===== src/shared/pecl_params.svh =====
// Register offsets, field positions and reset values of the error counter and LED block.
`ifndef PECL_PARAMS_SVH
`define PECL_PARAMS_SVH
`define PECL_IDX_ADDR 8'h12
`define PECL_IDX_FCAR 8'h13
`define PECL_IDX_DISC 8'h14
`define PECL_IDX_EFRM 8'h15
`define PECL_IDX_SYM 8'h16
`define PECL_IDX_EEOF 8'h17
`define PECL_IDX_EOF10 8'h18
`define PECL_IDX_JAB 8'h19
`define PECL_IDX_CTRL 8'h1B
`define PECL_IDX_IRQ_STAT 8'h20
`define PECL_IDX_IRQ_EN 8'h21
`define PECL_IDX_IRQ_CLR 8'h22
`define PECL_ADDR_RESET 5'h01
`define PECL_CTRL_RESET 6'h00
`define PECL_CTRL_WMASK 6'h2F
`define PECL_BIT_JABDIS 3
`define PECL_BIT_PROBE 5
`define PECL_SYM_RUN 3'h6
`define PECL_NUM_CNT 7
`endif


===== src/shared/pecl_pkg.sv =====
// Types shared by the error counter and LED block.
package pecl_pkg;
    typedef enum logic [2:0] {
        PECL_LED_ACT_LINK = 3'b000,
        PECL_LED_SPD_COL = 3'b001,
        PECL_LED_SPD_LINK = 3'b010,
        PECL_LED_ACT_COL = 3'b011,
        PECL_LED_OFF_OFF = 3'b100,
        PECL_LED_OFF_ON = 3'b101,
        PECL_LED_ON_OFF = 3'b110,
        PECL_LED_ON_ON = 3'b111
    } pecl_led_mode_t;
endpackage


===== src/rtl/pecl_regs.sv =====
// Error event counters, LED mapping and jabber control behind an APB slave.
//
// Functional notes
// - Address register: low five bits, default 00001
// - False carrier counter, sixteen bits, clears on read
// - Disconnect counter saturates and clears on read
// - Error frame counter counts once per frame
// - Symbol error counter saturates, clears on read
// - Six consecutive bad symbols in a frame count as one; outside a frame each counts
// - Premature frame end counter saturates, clears on read
// - Slow end-of-frame error counter saturates, clears on read
// - Jabber detect counter saturates, clears on read
// - Three-bit field selects both LED sources
// - Probe mapping bit defaults zero, keep zero
// - Jabber control drops carrier sense at 100M
`timescale 1ns/1ps
`include "pecl_params.svh"

module pecl_regs #(
    parameter int CNT_W = 16
) (
    input wire logic core_clk_i,
    input wire logic resetn_i,
    input wire logic psel_i,
    input wire logic penable_i,
    input wire logic pwrite_i,
    input wire logic [31:0] paddr_i,
    input wire logic [31:0] pwdata_i,
    input wire logic [3:0] pstrb_i,
    output logic [31:0] prdata_o,
    output logic pready_o,
    output logic pslverr_o,
    input wire logic [4:0] phy_addr_i,
    input wire logic false_carrier_i,
    input wire logic disconnect_i,
    input wire logic rx_frame_active_i,
    input wire logic rx_error_i,
    input wire logic symbol_error_i,
    input wire logic early_frame_end_i,
    input wire logic slow_eof_error_i,
    input wire logic jabber_detect_i,
    input wire logic act_i,
    input wire logic link_i,
    input wire logic speed_i,
    input wire logic collision_i,
    input wire logic rx_carrier_i,
    input wire logic jabber_mode_i,
    input wire logic probe_a_i,
    input wire logic probe_b_i,
    output logic activity_indicator_out_o,
    output logic link_indicator_out_o,
    output logic carrier_sense_o,
    output pecl_pkg::pecl_led_mode_t led_mode_o,
    output logic irq_o
);
    import pecl_pkg::*;

    localparam int NC = `PECL_NUM_CNT;

    if (CNT_W < 1 || CNT_W > 32) begin : g_chk_w
        $error("CNT_W must lie between 1 and 32.");
    end

    // Address index of each counter, in counter order.
    function automatic logic [7:0] cnt_idx(input int k);
        logic [7:0] base;
        base = `PECL_IDX_FCAR;
        return base + k[7:0];
    endfunction

    function automatic logic [7:0] word_idx(input logic [31:0] a);
        return a[9:2];
    endfunction

    logic [NC-1:0] ev_raw;
    assign ev_raw = {jabber_detect_i, slow_eof_error_i, early_frame_end_i, symbol_error_i,
                     rx_error_i, disconnect_i, false_carrier_i};

    // Every event pin comes from outside the clock domain and is synchronised.
    logic [NC+8:0] s1_q, s2_q;
    always_ff @(posedge core_clk_i) begin
        s1_q <= {probe_b_i, probe_a_i, jabber_mode_i, rx_carrier_i, collision_i, speed_i,
                 link_i, act_i, rx_frame_active_i, ev_raw};
        s2_q <= s1_q;
    end
    logic [NC-1:0] ev_s;
    logic frm_s, act_s, link_s, spd_s, col_s, crs_s, jmode_s, pra_s, prb_s;
    assign ev_s = s2_q[NC-1:0];
    assign {prb_s, pra_s, jmode_s, crs_s, col_s, spd_s, link_s, act_s, frm_s} = s2_q[NC+8:NC];

    logic [NC-1:0] ev_s_q;
    logic frm_q;
    always_ff @(posedge core_clk_i) begin
        if (!resetn_i) begin
            ev_s_q <= '0;
            frm_q <= 1'b0;
        end else begin
            ev_s_q <= ev_s;
            frm_q <= frm_s;
        end
    end
    logic [NC-1:0] ev_rise;
    assign ev_rise = ev_s & ~ev_s_q;

    // Error frame: one count per frame that saw any receive error.
    logic frm_hit_q;
    logic frm_err_ev;
    // At the first cycle of a frame the hit flag still belongs to the last frame.
    assign frm_err_ev = ev_rise[2] & frm_s & (~frm_hit_q | ~frm_q);
    always_ff @(posedge core_clk_i) begin
        if (!resetn_i) begin
            frm_hit_q <= 1'b0;
        end else if (frm_s && !frm_q) begin
            frm_hit_q <= ev_rise[2];
        end else if (frm_err_ev) begin
            frm_hit_q <= 1'b1;
        end
    end

    // Symbol errors: a run counter gives one count per six consecutive bad symbols in a frame; outside a frame each counts.
    logic [2:0] run_q;
    logic sym_ev;
    assign sym_ev = ev_rise[3] && (run_q == 3'h0);
    always_ff @(posedge core_clk_i) begin
        if (!resetn_i || !frm_s) begin
            run_q <= 3'h0;
        end else if (ev_rise[3]) begin
            run_q <= (run_q == `PECL_SYM_RUN - 3'h1) ? 3'h0 : run_q + 3'h1;
        end
    end

    logic [NC-1:0] ev_cnt;
    assign ev_cnt = {ev_rise[6:4], sym_ev, frm_err_ev, ev_rise[1:0]};

    // APB decode.
    logic acc, rd_acc, wr_acc;
    logic [7:0] widx;
    assign acc = psel_i & penable_i;
    assign rd_acc = acc & ~pwrite_i;
    assign wr_acc = acc & pwrite_i & pstrb_i[0];
    assign widx = word_idx(paddr_i);
    assign pready_o = 1'b1;

    logic [CNT_W-1:0] cnt_q [NC];
    logic [NC-1:0] rd_hit;
    genvar g;
    for (g = 0; g < NC; g++) begin : g_cnt
        assign rd_hit[g] = rd_acc && (widx == cnt_idx(g));
        always_ff @(posedge core_clk_i) begin
            if (!resetn_i) begin
                cnt_q[g] <= '0;
            end else if (rd_hit[g]) begin
                cnt_q[g] <= {{(CNT_W-1){1'b0}}, ev_cnt[g]};
            end else if (ev_cnt[g] && !(&cnt_q[g])) begin
                cnt_q[g] <= cnt_q[g] + 1'b1;
            end
        end

    end

    // Control register and interrupt registers.
    logic [5:0] ctrl_q;
    logic [NC-1:0] irq_stat_q, irq_en_q;
    logic wr_ctrl, wr_en, wr_clr;
    assign wr_ctrl = wr_acc && (widx == `PECL_IDX_CTRL);
    assign wr_en = wr_acc && (widx == `PECL_IDX_IRQ_EN);
    assign wr_clr = wr_acc && (widx == `PECL_IDX_IRQ_CLR);
    always_ff @(posedge core_clk_i) begin
        if (!resetn_i) begin
            ctrl_q <= `PECL_CTRL_RESET;
            irq_en_q <= '0;
            irq_stat_q <= '0;
        end else begin
            if (wr_ctrl) begin
                ctrl_q <= pwdata_i[5:0] & `PECL_CTRL_WMASK;
            end
            if (wr_en) begin
                irq_en_q <= pwdata_i[NC-1:0];
            end
            // A new event wins over a clear in the same cycle.
            irq_stat_q <= (irq_stat_q & ~(wr_clr ? pwdata_i[NC-1:0] : '0)) | ev_cnt;
        end
    end
    assign irq_o = |(irq_stat_q & irq_en_q);

    // Read mux.
    logic [31:0] rd_val;
    logic known;
    always_comb begin
        rd_val = 32'h0000_0000;
        known = 1'b1;
        case (widx)
            `PECL_IDX_ADDR: rd_val = {27'h0, phy_addr_i};
            `PECL_IDX_CTRL: rd_val = {26'h0, ctrl_q};
            `PECL_IDX_IRQ_STAT: rd_val = {{(32-NC){1'b0}}, irq_stat_q};
            `PECL_IDX_IRQ_EN: rd_val = {{(32-NC){1'b0}}, irq_en_q};
            `PECL_IDX_IRQ_CLR: rd_val = 32'h0000_0000;
            default: begin
                known = 1'b0;
                for (int k = 0; k < NC; k++) begin
                    if (widx == cnt_idx(k)) begin
                        rd_val = 32'(cnt_q[k]);
                        known = 1'b1;
                    end
                end
            end
        endcase
    end
    assign pslverr_o = acc & ~known;

    always_ff @(posedge core_clk_i) begin
        if (!resetn_i) begin
            prdata_o <= 32'h0000_0000;
        end else if (psel_i && !penable_i && !pwrite_i) begin
            prdata_o <= rd_val;
        end
    end

    // LED mapping and carrier sense.
    pecl_led_mode_t mode;
    logic act_src, link_src;
    assign mode = pecl_led_mode_t'(ctrl_q[2:0]);
    assign led_mode_o = mode;
    always_comb begin
        act_src = 1'b0;
        link_src = 1'b0;
        case (mode)
            PECL_LED_ACT_LINK: {act_src, link_src} = {act_s, link_s};
            PECL_LED_SPD_COL: {act_src, link_src} = {spd_s, col_s};
            PECL_LED_SPD_LINK: {act_src, link_src} = {spd_s, link_s};
            PECL_LED_ACT_COL: {act_src, link_src} = {act_s, col_s};
            PECL_LED_OFF_OFF: {act_src, link_src} = 2'b00;
            PECL_LED_OFF_ON: {act_src, link_src} = 2'b01;
            PECL_LED_ON_OFF: {act_src, link_src} = 2'b10;
            PECL_LED_ON_ON: {act_src, link_src} = 2'b11;
            default: {act_src, link_src} = 2'b00;
        endcase
        if (ctrl_q[`PECL_BIT_PROBE]) begin
            {act_src, link_src} = {pra_s, prb_s};
        end
    end

    // LED pins are active low: on drives the pin low.
    always_ff @(posedge core_clk_i) begin
        if (!resetn_i) begin
            activity_indicator_out_o <= 1'b1;
            link_indicator_out_o <= 1'b1;
            carrier_sense_o <= 1'b0;
        end else begin
            activity_indicator_out_o <= ~act_src;
            link_indicator_out_o <= ~link_src;
            carrier_sense_o <= crs_s & ~(ctrl_q[`PECL_BIT_JABDIS] & jmode_s & spd_s);
        end
    end
endmodule // pecl_regs


===== config.mk =====
export PLATFORM = sky130hd
export DESIGN_NAME = pecl_regs
export DESIGN_NICKNAME = d
export VERILOG_FILES = /design/src/shared/pecl_pkg.sv /design/src/rtl/pecl_regs.sv
export VERILOG_INCLUDE_DIRS = /design/src /design/src/shared
export SDC_FILE = /design/constraint.sdc
export NUM_CORES = 1
export LEC_CHECK = 0
export BUFFER_PORTS_ARGS = -buffer_cell sky130_fd_sc_hd__buf_2
export CORE_MARGIN = 4
export CORE_UTILIZATION = 45
export CTS_CLUSTER_DIAMETER = 150
export DETAILED_ROUTE_END_ITERATION = 10
export PLACE_DENSITY = 0.65
export SETUP_SLACK_MARGIN = 0.1
export SLEW_MARGIN = 20
export SYNTH_ARGS = -nofsm -noshare
export SYNTH_HDL_FRONTEND = slang
export SYNTH_SLANG_ARGS = --single-unit

===== constraint.sdc =====
create_clock -name core_clk_i -period 6.3 [get_ports core_clk_i]
set_input_delay 1.26 -clock core_clk_i [delete_from_list [all_inputs] [get_ports core_clk_i]]
set_output_delay 1.26 -clock core_clk_i [all_outputs]
set_load 0.01 [all_outputs]

Word level (Yosys, flattened, before mapping)
Memories as Yosys holds them, arrays and structs flattened.
Cells that the tools add are included.
- add/sub/neg operators: 8
- equality and inequality tests: 20
- muxes and demuxes: 88
- bitwise logic cells: 38
- reduce and logical (&&, ||, !) cells: 54
- operators with widths (kind ; number):
    2-to-1 mux 16 bit ; 15
    2-to-1 mux 32 bit ; 6
    case mux 32 bit (5 select lines) ; 1
    adder 16 x 1 -> 16 bit (second input constant) ; 7
    AND reduction 16 bit ; 7
    equality test 8 x 5 -> 1 bit (second input constant) ; 9
    2-to-1 mux 1 bit ; 62
    equality test 8 x 6 -> 1 bit (second input constant) ; 3
    bitwise AND 7 bit ; 3
    logical AND 1 bit ; 21
    OR reduction 2 bit ; 8
    equality test 3 bit (second input constant) ; 5
    bitwise OR 1 bit ; 15
    NOT 7 bit ; 2
    logical NOT 1 bit ; 12
    bitwise AND 1 bit ; 10
    case mux 1 bit (4 select lines) ; 2
    2-to-1 mux 7 bit ; 1
    NOT 1 bit ; 7
    bitwise OR 7 bit ; 1
    OR reduction 7 bit ; 1
    equality test 3 x 2 -> 1 bit (second input constant) ; 2
    logical NOT 3 bit ; 2
    OR reduction 5 bit ; 1
    5 further kinds ; 5
- bits in registers: 98
- RAM bits: 112
- bits of input ports: 94
- output and inout port bits: 41
- word-level logic and storage cells: 222
- memories kept: 1
- memory list (name ; words ; width ; read ports ; clocked after memory_dff ; wr ports ; RTL line ; source):
    cnt_q ; 7 ; 16 ; 7 ; 0 ; 7 ; pecl_regs.sv:144 ; logic [CNT_W-1:0] cnt_q [NC];

Depth between registers and ports, before layout
Gate-level depths: netlist of the first run.
- depth in word-level cells: 11
- depth in mapped cells: 8
- mapped depth without buffers: 6

Worst setup path before layout of the first run
No wires, ideal clock.
- kind: input port to output port
- from: input port paddr_i[7]
- to: output port pslverr_o
- arrival time: 2885 ps
- data required time: 5040 ps
- setup slack: 2155 ps
- stages on the path: 6
- buffers on the path: 2
- cell sequence: or4b_1 -> buf_2 -> or4_4 -> nor2b_4 -> buf_6 -> and4_1
- word-level cells in the longest chain between the ends: 11
- elaborated cells on any way between the ends: 23
- classes of those cells: eq/ne: 12; mux: 8; bitwise: 2; reduce/logical: 1
- ends and longest elaborated chain (item ; RTL line ; source):
    start, declared ; pecl_regs.sv:27 ; input wire logic [31:0] paddr_i,
    equality test 8 x 5 -> 1 bit ; pecl_regs.sv:201 ; if (widx == cnt_idx(k)) begin
    2-to-1 mux 1 bit (7 in a row) ; pecl_regs.sv:201 ;
    2-to-1 mux 1 bit * ; pecl_regs.sv:192 ; case (widx)
    NOT 1 bit * ; pecl_regs.sv:209 ; assign pslverr_o = acc & ~known;
    bitwise AND 1 bit * ; pecl_regs.sv:209 ;
    end, declared ; pecl_regs.sv:32 ; output logic pslverr_o,
Every way passes the cells marked *; elsewhere a longest branch is shown, timed or not.

Final worst setup path of the first run
- from: input port paddr_i[2]
- to: output port pslverr_o
The elaborated chain is that of the path after synthesis.

==> metrics.csv, run 1 <==
metric;value;unit
worst vdd ir;0.000195;V
Die Wd;158;um
Fmax;0.222;GHz
CTS clk-pin slew, worst paths;0.08;ns
register area share after synthesis;49.7;%
CP max FO;32;
WL/cell;18.9;um
RSZ-0062 raised after global routing;false;
Syn-to-layout area delta;10.9;%
type of origin of the critical path;primary input;
first-pass GRT wire length;40100;um
core area;21900;sq um
initial cell density of the core;46.0;%
initial antenna violation count;1;
max_cap viols;0;
die area;24800;sq um
initial drt markers;717;
#FFs+latches synth;194;
htree depth;4;
Cells after DPL;1308;
CP bufs+invs;2;
crit path DAT;3.25;ns
top post-synthesis cells by count;139 x nor2_1, 112 x edfxtp_1, 82 x dfxtp_1;
DR WL met3;1640;um
WP data required;5.04;ns
Max Root-Sink Buffers;2;
FF-to-FF End;cnt_q[3][3];
Final period util;71.6;%
Yosys top cell area share;33.4;%
CTS Hold Bufs;0;
most used flip-flop cell after synthesis;edfxtp_1;
outcome;complete, no violations;
clk root buf;clkbuf_16;
Min Hold Slack;0.329;ns
count leader, synth;nor2_1;
Area contributors post-synth;edfxtp_1 33%, dfxtp_1 16%, xor2_1 5.7%, nor2_1 5.2%, xnor2_1 3.0%;
DP HPWL;18500;um
Clock Sinks;194;
total placed instance area;10500;sq um
reg2reg setup slack;3.19;ns
met2 wire len;11300;um
endpoints failing hold;0;
GRT Util Overall;20.8;%
worst r2r src;cnt_q[3][1];
via count;7729;
CTS Buf Count;17;
grt ovf;0;
Cells after Synth;1004;
wl on met1;11700;um
Yosys Warn Count;0;
DR vias/cell;5.76;
vias in the first global route;7087;
setup_tns;0;ns
hold_sp;s1_q[7];
minimum clock period;4.51;ns
slowest cell on the critical path;buf_2;
syn avg cell area;10.0;sq um
gpl congestion;0.967;
Post-synth ARST share;0;%
Skew-Pair Late Insertion Delay;0.44;ns
post-route design area;11200;sq um
CP top delay family;simple AND/OR/NAND/NOR gates;
biggest area consumer among synthesized cells;edfxtp_1;
fin nets;1148;
fin. max-slew vios;0;
CTS tree;built;
Die Ht;158;um
worst reg2reg path depth;6;
Slew HR;43.2;%
pwr/cell area;255;nW/um^2
clock skew;0.00985;ns
IO buf count;65;
Top cell by count, worst path;buf_2;
Critical Path Max Stage Delay;0.56;ns
Synth Cell Area;10100;sq um
Post-CTS Resized;0;
final setup fails;0;
non-filler cells, final;1341;
WS Path Type;in -> out;
hold crit path type;reg -> reg;
post-route ant nets;0;
layout cells sized above 1;13.8;%
first drt pass iteration count;5;
setup bufs post-CTS;0;
post-synth cell types;69;
DRC errors left;0;
row count;54;
Post-synth EDFFs;112;
Top Metal Used;met4;
worst hold endpoint;s2_q[7];
P_leak;0.00416;uW
Worst Hold Path Cells;0;
Worst Tran Pin Value;0.850;ns
fillers;2023;
IO Pins;135;
pin count of the biggest net entering global routing;40;
CP Cell Sequence;buf_2 > and2_1 > nor3_1 > nor2b_4 > and4_1 > buf_2;
crit path capture type;output port;
drt total wl;25300;um
-- kinds of logic after synthesis --
| group | after synthesis | synth area share (%) |
|---|---|---|
| flops | 194 | 49.7 |
| compound gates | 133 | 9.59 |
| buf+inv | 79 | 3.85 |
| fa+ha+maj | 7 | 0.870 |
| simple gates | 451 | 23.1 |
| mux | 38 | 4.13 |
| other cells | 2 | 0.0746 |
| xor+xnor | 100 | 8.70 |
-- metrics by stage --
stage / utilization [%] / setup WS (ns) / power [uW]
floorplan: - / 2.15 / 1660
global placement: 48.1 / 1.83 / 1740
detailed placement: 48.1 / 1.80 / 1750
CTS: 51.0 / 1.80 / 2870
global route: 51.0 / 1.65 / 2960
finish: 51.0 / 1.79 / 2850
-- power breakdown --
part | leakage [uW] | total (uW) | internal [uW] | switching (uW)
Combinational | 0.00199 | 229 | 89.3 | 140
Clock | 0.000309 | 1130 | 567 | 562
Sequential | 0.00186 | 1490 | 1420 | 77.5
-- final cells by class --
cell class | instances | area, sq um | share of cell area [%]
clock buffer | 18 | 450 | 4.03
tap | 280 | 350 | 3.14
multi-input combinational | 746 | 4740 | 42.4
antenna | 1 | 2.50 | 0.0224
inverter | 16 | 60.1 | 0.538
sequential | 194 | 5000 | 44.8
clock inverter | 14 | 185 | 1.66
timing repair buffer | 72 | 378 | 3.38
-- worst max-delay path by stage --
| stage | from | to | slack (ns) | cells past startpoint |
|---|---|---|---|---|
| 3_3_place_gp | paddr_i[2] | pslverr_o | 1.83 | 6 |
| 6_report | paddr_i[2] | pslverr_o | 1.79 | 6 |
| 3_5_place_dp | paddr_i[2] | pslverr_o | 1.80 | 6 |
| 5_1_grt | paddr_i[2] | pslverr_o | 1.65 | 6 |
| 2_1_floorplan | paddr_i[7] | pslverr_o | 2.15 | 6 |
| 4_1_cts | paddr_i[2] | pslverr_o | 1.80 | 6 |
-- sequential cells by signal, summed over array words and instances (netlist names) --
| name | flops |
|---|---|
| activity_indicator_out_o | 1 |
| prdata_o | 16 |
| link_indicator_out_o | 1 |
| frm_q | 1 |
| ctrl_q | 5 |
| s1_q | 16 |
| irq_stat_q | 7 |
| carrier_sense_o | 1 |
| frm_hit_q | 1 |
| run_q | 3 |
| irq_en_q | 7 |
| cnt_q | 112 |
| ev_s_q | 7 |
| s2_q | 16 |
-- routing by layer --
| layer | GRT usage (%) | up-vias |
|---|---|---|
| met3 | 4.07 | 44 |
| met2 | 31.4 | 277 |
| met5 | 0 | - |
| met1 | 30.2 | 3716 |
| li1 | - | 3692 |
| met4 | 6.64 | 0 |
-- layout by cell type (no fill, tap or decap), types with 17 or more instances in the layout --
cell and count:
nor2_1 139, edfxtp_1 112, dfxtp_1 82, nand2_1 79, xor2_1 66, buf_2 65
nand3_1 51, xnor2_1 34, and3_1 32, nand4_1 31, nor2b_1 27, o21ai_0 26
a21oi_1 22, and2_1 21, and4_1 19, mux2i_1 19, mux2_2 18, clkbuf_16 18
conb_1 17
Power figures use the tool's default switching activity.
==> run 2: changes to the inputs <==
--- a/config.mk
+++ b/config.mk
@@ -11,7 +11,7 @@
 export CORE_UTILIZATION = 45
 export CTS_CLUSTER_DIAMETER = 150
 export DETAILED_ROUTE_END_ITERATION = 10
-export PLACE_DENSITY = 0.65
+export PLACE_DENSITY = 0.67
 export SETUP_SLACK_MARGIN = 0.1
 export SLEW_MARGIN = 20
 export SYNTH_ARGS = -nofsm -noshare
==> constraint.sdc (replaced) <==
create_clock -name core_clk_i -period 3.72 [get_ports core_clk_i]
set_input_delay 0.744 -clock core_clk_i [delete_from_list [all_inputs] [get_ports core_clk_i]]
set_output_delay 0.744 -clock core_clk_i [all_outputs]
set_load 0.01 [all_outputs]
==> run 2 against run 1 <==
Compared with the run above: design area rose by 1.4%; sequential cell count did not move; largest power group unchanged; sequential share of layout area fell by 0.61 points; hold slack improved by 0.00091 ns; core utilization rose by 0.70 points; first-iteration DRC count rose by 14%; critical path type unchanged; clock skew rose by 0.0069 ns; count of clock-buffer cells in the layout fell by 1.
==> metrics.csv, run 2 (same netlist as run 1, synthesis figures left out) <==
metric;value;unit;change
outcome;complete, no violations;;
Setup WS post-layout;0.406;ns;-1.38 ns
first drt pass iteration count;6;;+1
Critical Path Max Stage Delay;0.61;ns;+0.05 ns
Clock Sinks;194;;unchanged
die area;24800;sq um;unchanged
Storage cell area;5000;sq um;unchanged
CP Cell Sequence;buf_2 > or4b_1 > or4_4 > nor2b_4 > and4_1 > buf_2;;
worst reg2reg path depth;7;;+1
Final period util;89.1;%;
clk root buf;clkbuf_16;;
Worst Hold Path Cells;0;;unchanged
setup_tns;0;ns;unchanged
Worst Tran Pin Value;0.813;ns;-0.0376 ns
gpl congestion;0.920;;-4.9%
Top reg by flops;cnt_q;;
CTS Buf Count;17;;unchanged
Skew-Pair Late Insertion Delay;0.44;ns;about the same
crit path capture type;output port;;
fin. max-slew vios;0;;unchanged
GRT Util Overall;20.9;%;+0.16 points
Max Root-Sink Buffers;2;;unchanged
fin nets;1170;;+1.9%
most common cell after layout, fill and taps aside;nor2_1;;
WP data required;2.98;ns;-2.06 ns
slowest cell on the critical path;or4b_1;;
DP HPWL;19000;um;+2.8%
grt ovf;0;;unchanged
initial antenna violation count;1;;unchanged
pre-CTS WS;0.436;ns;-1.37 ns
first-pass GRT wire length;40600;um;+1.3%
commonest non-fill, non-tap cells in the layout;139 x nor2_1, 112 x edfxtp_1, 82 x dfxtp_1, 79 x nand2_1, 66 x xor2_1;;
Top cell by count, worst path;buf_2;;
vias in the first global route;7232;;+2.0%
CP bufs+invs;2;;unchanged
minimum clock period;3.31;ns;
worst vdd ir;0.000299;V;+53%
final setup fails;0;;unchanged
CTS Hold Bufs;0;;unchanged
RSZ-0062 raised after global routing;false;;
setup bufs post-CTS;0;;unchanged
WL/cell;18.8;um;about the same
htree depth;4;;unchanged
post-route ant nets;0;;unchanged
clock skew;0.0167;ns;+0.00688 ns
Die Wd;158;um;unchanged
IO buf count;65;;unchanged
max reg flops;112;;unchanged
layout cells sized above 1;15.5;%;+1.8 points
core area;21900;sq um;unchanged
hold crit path type;reg -> reg;;
Critical Path Stages;6;;unchanged
Fmax;0.302;GHz;
CP max FO;8;;-75%
pin count of the biggest net entering global routing;39;;-2.5%
max_cap viols;0;;unchanged
P_leak;0.00426;uW;+2.4%
row count;54;;unchanged
DR vias/cell;5.75;;-0.28%
Syn-to-layout area delta;12.5;%;
CTS clk-pin slew, worst paths;0.08;ns;about the same
DRC errors left;0;;unchanged
CTS tree;built;;
Post-CTS Resized;0;;unchanged
Multi-input gate area;4740;sq um;unchanged
initial cell density of the core;46.0;%;unchanged
endpoints failing hold;0;;unchanged
Min Hold Slack;0.330;ns;+0.000915 ns
IO Pins;135;;unchanged
crit path DAT;2.57;ns;-0.68 ns
Die Ht;158;um;unchanged
Slew HR;45.6;%;+2.4 points
CP top delay family;simple AND/OR/NAND/NOR gates;;
initial drt markers;816;;+14%
type of origin of the critical path;primary input;;
drt total wl;25700;um;+1.6%
WS Path Type;in -> out;;
pwr/cell area;428;nW/um^2;+68%
fillers;1974;;-2.4%
via count;7834;;+1.4%
run 2: area by class of cell:
cell class	instances	share of cell area [%]
multi-input combinational	746	41.9
inverter	16	0.530
antenna	1	0.0221
sequential	194	44.2
clock inverter	15	1.76
timing repair buffer	94	4.80
tap	280	3.09
clock buffer	17	3.76
run 2: power by group:
group | switching [uW] | internal (uW)
logic | 240 | 166
registers | 136 | 2400
clock network | 972 | 934
run 2: stage by stage:
stage	std cells	cell area (sq um)	total power, uW	util [%]
finish	1363	11300	4850	51.7
global route	1363	11300	5020	51.7
CTS	1362	11300	4870	51.7
detailed placement	1330	10700	2980	48.9
global placement	1330	10700	2970	48.9
floorplan	1019	10100	2820	-
run 2: path summary, 6_finish.rpt:
check / endpoint / slack (ns) / from
setup / recovery: pslverr_o / 0.41 / paddr_i[7]
hold / removal: s2_q[0] / 0.33 / s1_q[0]
setup reg to reg: cnt_q[6][14] / 0.87 / cnt_q[6][0]
hold reg to reg: s2_q[0] / 0.33 / s1_q[0]
run 2: per-layer routing:
layer | GRT usage (%) | share of wire [%] | routed length, um
met5 | 0 | 0 | 0
met1 | 31.4 | 46 | 11700
met3 | 2.76 | 7.0 | 1790
met2 | 32.5 | 46 | 11800
met4 | 4.79 | 1.4 | 358
==> run 3: changes to the inputs <==
--- a/config.mk
+++ b/config.mk
@@ -6,13 +6,14 @@
 export SDC_FILE = /design/constraint.sdc
 export NUM_CORES = 1
 export LEC_CHECK = 0
-export BUFFER_PORTS_ARGS = -buffer_cell sky130_fd_sc_hd__buf_2
+export BUFFER_PORTS_ARGS = -buffer_cell sky130_fd_sc_hd__clkbuf_2
 export CORE_MARGIN = 4
 export CORE_UTILIZATION = 45
 export CTS_CLUSTER_DIAMETER = 150
 export DETAILED_ROUTE_END_ITERATION = 10
 export PLACE_DENSITY = 0.67
 export SETUP_SLACK_MARGIN = 0.1
+export SKIP_CTS_REPAIR_TIMING = 1
 export SLEW_MARGIN = 20
 export SYNTH_ARGS = -nofsm -noshare
 export SYNTH_HDL_FRONTEND = slang
==> run 3 against run 2 <==
Compared with the run above: sequential cell count unchanged; non-clock buffer count increased by 1; combinational power barely moved.
==> metrics.csv, run 3 (same netlist as run 1, synthesis figures left out) <==
metric;value;unit;change
IO buf count;65;;unchanged
DP HPWL;18900;um;-0.78%
fillers;2010;;+1.8%
die area;24800;sq um;unchanged
non-filler cells, final;1364;;+0.073%
Die Wd;158;um;unchanged
CP max FO;8;;unchanged
outcome;complete, no violations;;
Clock power frac;39.4;%;about the same
Most Crowded Layer GR;met2;;
type of origin of the critical path;primary input;;
RSZ-0062 raised after global routing;false;;
Skew-Pair Late Insertion Delay;0.44;ns;about the same
met1 Usage GRT;30.4;%;-1.0 points
initial cell density of the core;46.0;%;unchanged
IO Pins;135;;unchanged
worst vdd ir;0.000292;V;-2.2%
max reg flops;112;;unchanged
minimum clock period;3.30;ns;-0.0160 ns
crit path capture type;output port;;
via count;7785;;-0.63%
max_cap viols;0;;unchanged
Die Ht;158;um;unchanged
clk root buf;clkbuf_16;;
crit path DAT;2.55;ns;-0.02 ns
post-layout util;51.7;%;about the same
Final period util;88.7;%;-0.43 points
CTS Buf Count;17;;unchanged
Cells after DPL;1331;;+0.075%
final setup fails;0;;unchanged
core area;21900;sq um;unchanged
met2 usage;32.2;%;-0.24 points
Fmax;0.303;GHz;+0.48%
pin count of the biggest net entering global routing;34;;-13%
vias in the first global route;7294;;+0.86%
CTS tree;built;;
post-route design area;11300;sq um;about the same
first drt pass iteration count;5;;-1
Combinational Power Share;8.3;%;about the same
gpl congestion;0.913;;-0.76%
Max Root-Sink Buffers;2;;unchanged
DRC errors left;0;;unchanged
endpoints failing hold;0;;unchanged
Syn-to-layout area delta;12.5;%;about the same
Int Power;3560;uW;+1.8%
layout cells sized above 1;15.6;%;+0.078 points
WS Path Type;in -> out;;
WP data required;2.98;ns;about the same
setup_tns;0;ns;unchanged
grt ovf;0;;unchanged
most common cell after layout, fill and taps aside;nor2_1;;
CTS clk-pin slew, worst paths;0.08;ns;about the same
commonest non-fill, non-tap cells in the layout;139 x nor2_1, 112 x edfxtp_1, 82 x dfxtp_1, 79 x nand2_1, 66 x xor2_1;;
NetSw;1300;uW;-3.8%
P_leak;0.00426;uW;about the same
WL/cell;18.7;um;-0.63%
first-pass GRT wire length;40400;um;-0.69%
clock skew;0.00968;ns;-0.00705 ns
drt total wl;25500;um;-0.56%
Slew HR;47.8;%;+2.3 points
initial drt markers;698;;-14%
Clock Sinks;194;;unchanged
GRT Util Overall;20.9;%;about the same
DR vias/cell;5.71;;-0.70%
fin. max-slew vios;0;;unchanged
total placed instance area;10700;sq um;about the same
row count;54;;unchanged
post-route ant nets;0;;unchanged
met3 usage;3.80;%;+1.0 points
Worst Tran Pin Value;0.780;ns;-0.0325 ns
hold crit path type;reg -> reg;;
switching power share of the total;26.7;%;-1.1 points
part of the power in registers;52.2;%;about the same
htree depth;4;;unchanged
initial antenna violation count;1;;unchanged
pwr/cell area;429;nW/um^2;+0.20%
fin nets;1171;;+0.085%
Top reg by flops;cnt_q;;
==> run 3: cell type report <==
| type | instances | area (sq um) | area share [%] |
|---|---|---|---|
| Sequential cell | 194 | 5000 | 44.2 |
| Multi-Input combinational cell | 746 | 4740 | 41.8 |
| Timing Repair Buffer | 95 | 551 | 4.86 |
| Clock buffer | 18 | 439 | 3.88 |
| Tap cell | 280 | 350 | 3.09 |
| Clock inverter | 14 | 179 | 1.58 |
| Inverter | 16 | 60.1 | 0.530 |
| Antenna cell | 1 | 2.50 | 0.0221 |
==> run 3: worst paths after layout <==
path / start / end / slack [ns] / cells past startpoint
setup / recovery: paddr_i[7] / pslverr_o / 0.42 / 6
hold / removal: s1_q[1] / s2_q[1] / 0.33 / 0
setup reg to reg: cnt_q[6][0] / cnt_q[6][8] / 0.86 / 7
hold reg to reg: s1_q[1] / s2_q[1] / 0.33 / 0
==> run 3: per-stage QoR <==
step / worst slack [ns] / hold WS [ns] / power, uW
final: 0.422 / 0.330 / 4860
after global routing: 0.395 / 0.338 / 5040
after CTS: 0.446 / 0.331 / 4890
after detailed placement: 0.445 / 0.312 / 2980
after global placement: 0.456 / 0.311 / 2970
after floorplan: 0.503 / 0.310 / 2820
==> run 3: critical path, stage by stage <==
cell      delay [ns]
clkbuf_2        0.10
or4b_1          0.62
or4_4           0.52
nor2b_4         0.19
and4_1          0.25
clkbuf_2        0.13
==> run 3: power by group through the flow <==
stage	clock (uW)	sequential (uW)	combinational, uW
global placement	0	2580	394
finish	1920	2540	404
CTS	1950	2530	402
detailed placement	0	2580	400
floorplan	0	2530	284
global route	2040	2560	445
==> run 3: metal layers <==
layer  wire [um]  share of wire, %
met4         530               2.1
met5           0                 0
met2       11500                45
met3        1890               7.4
met1       11600                46
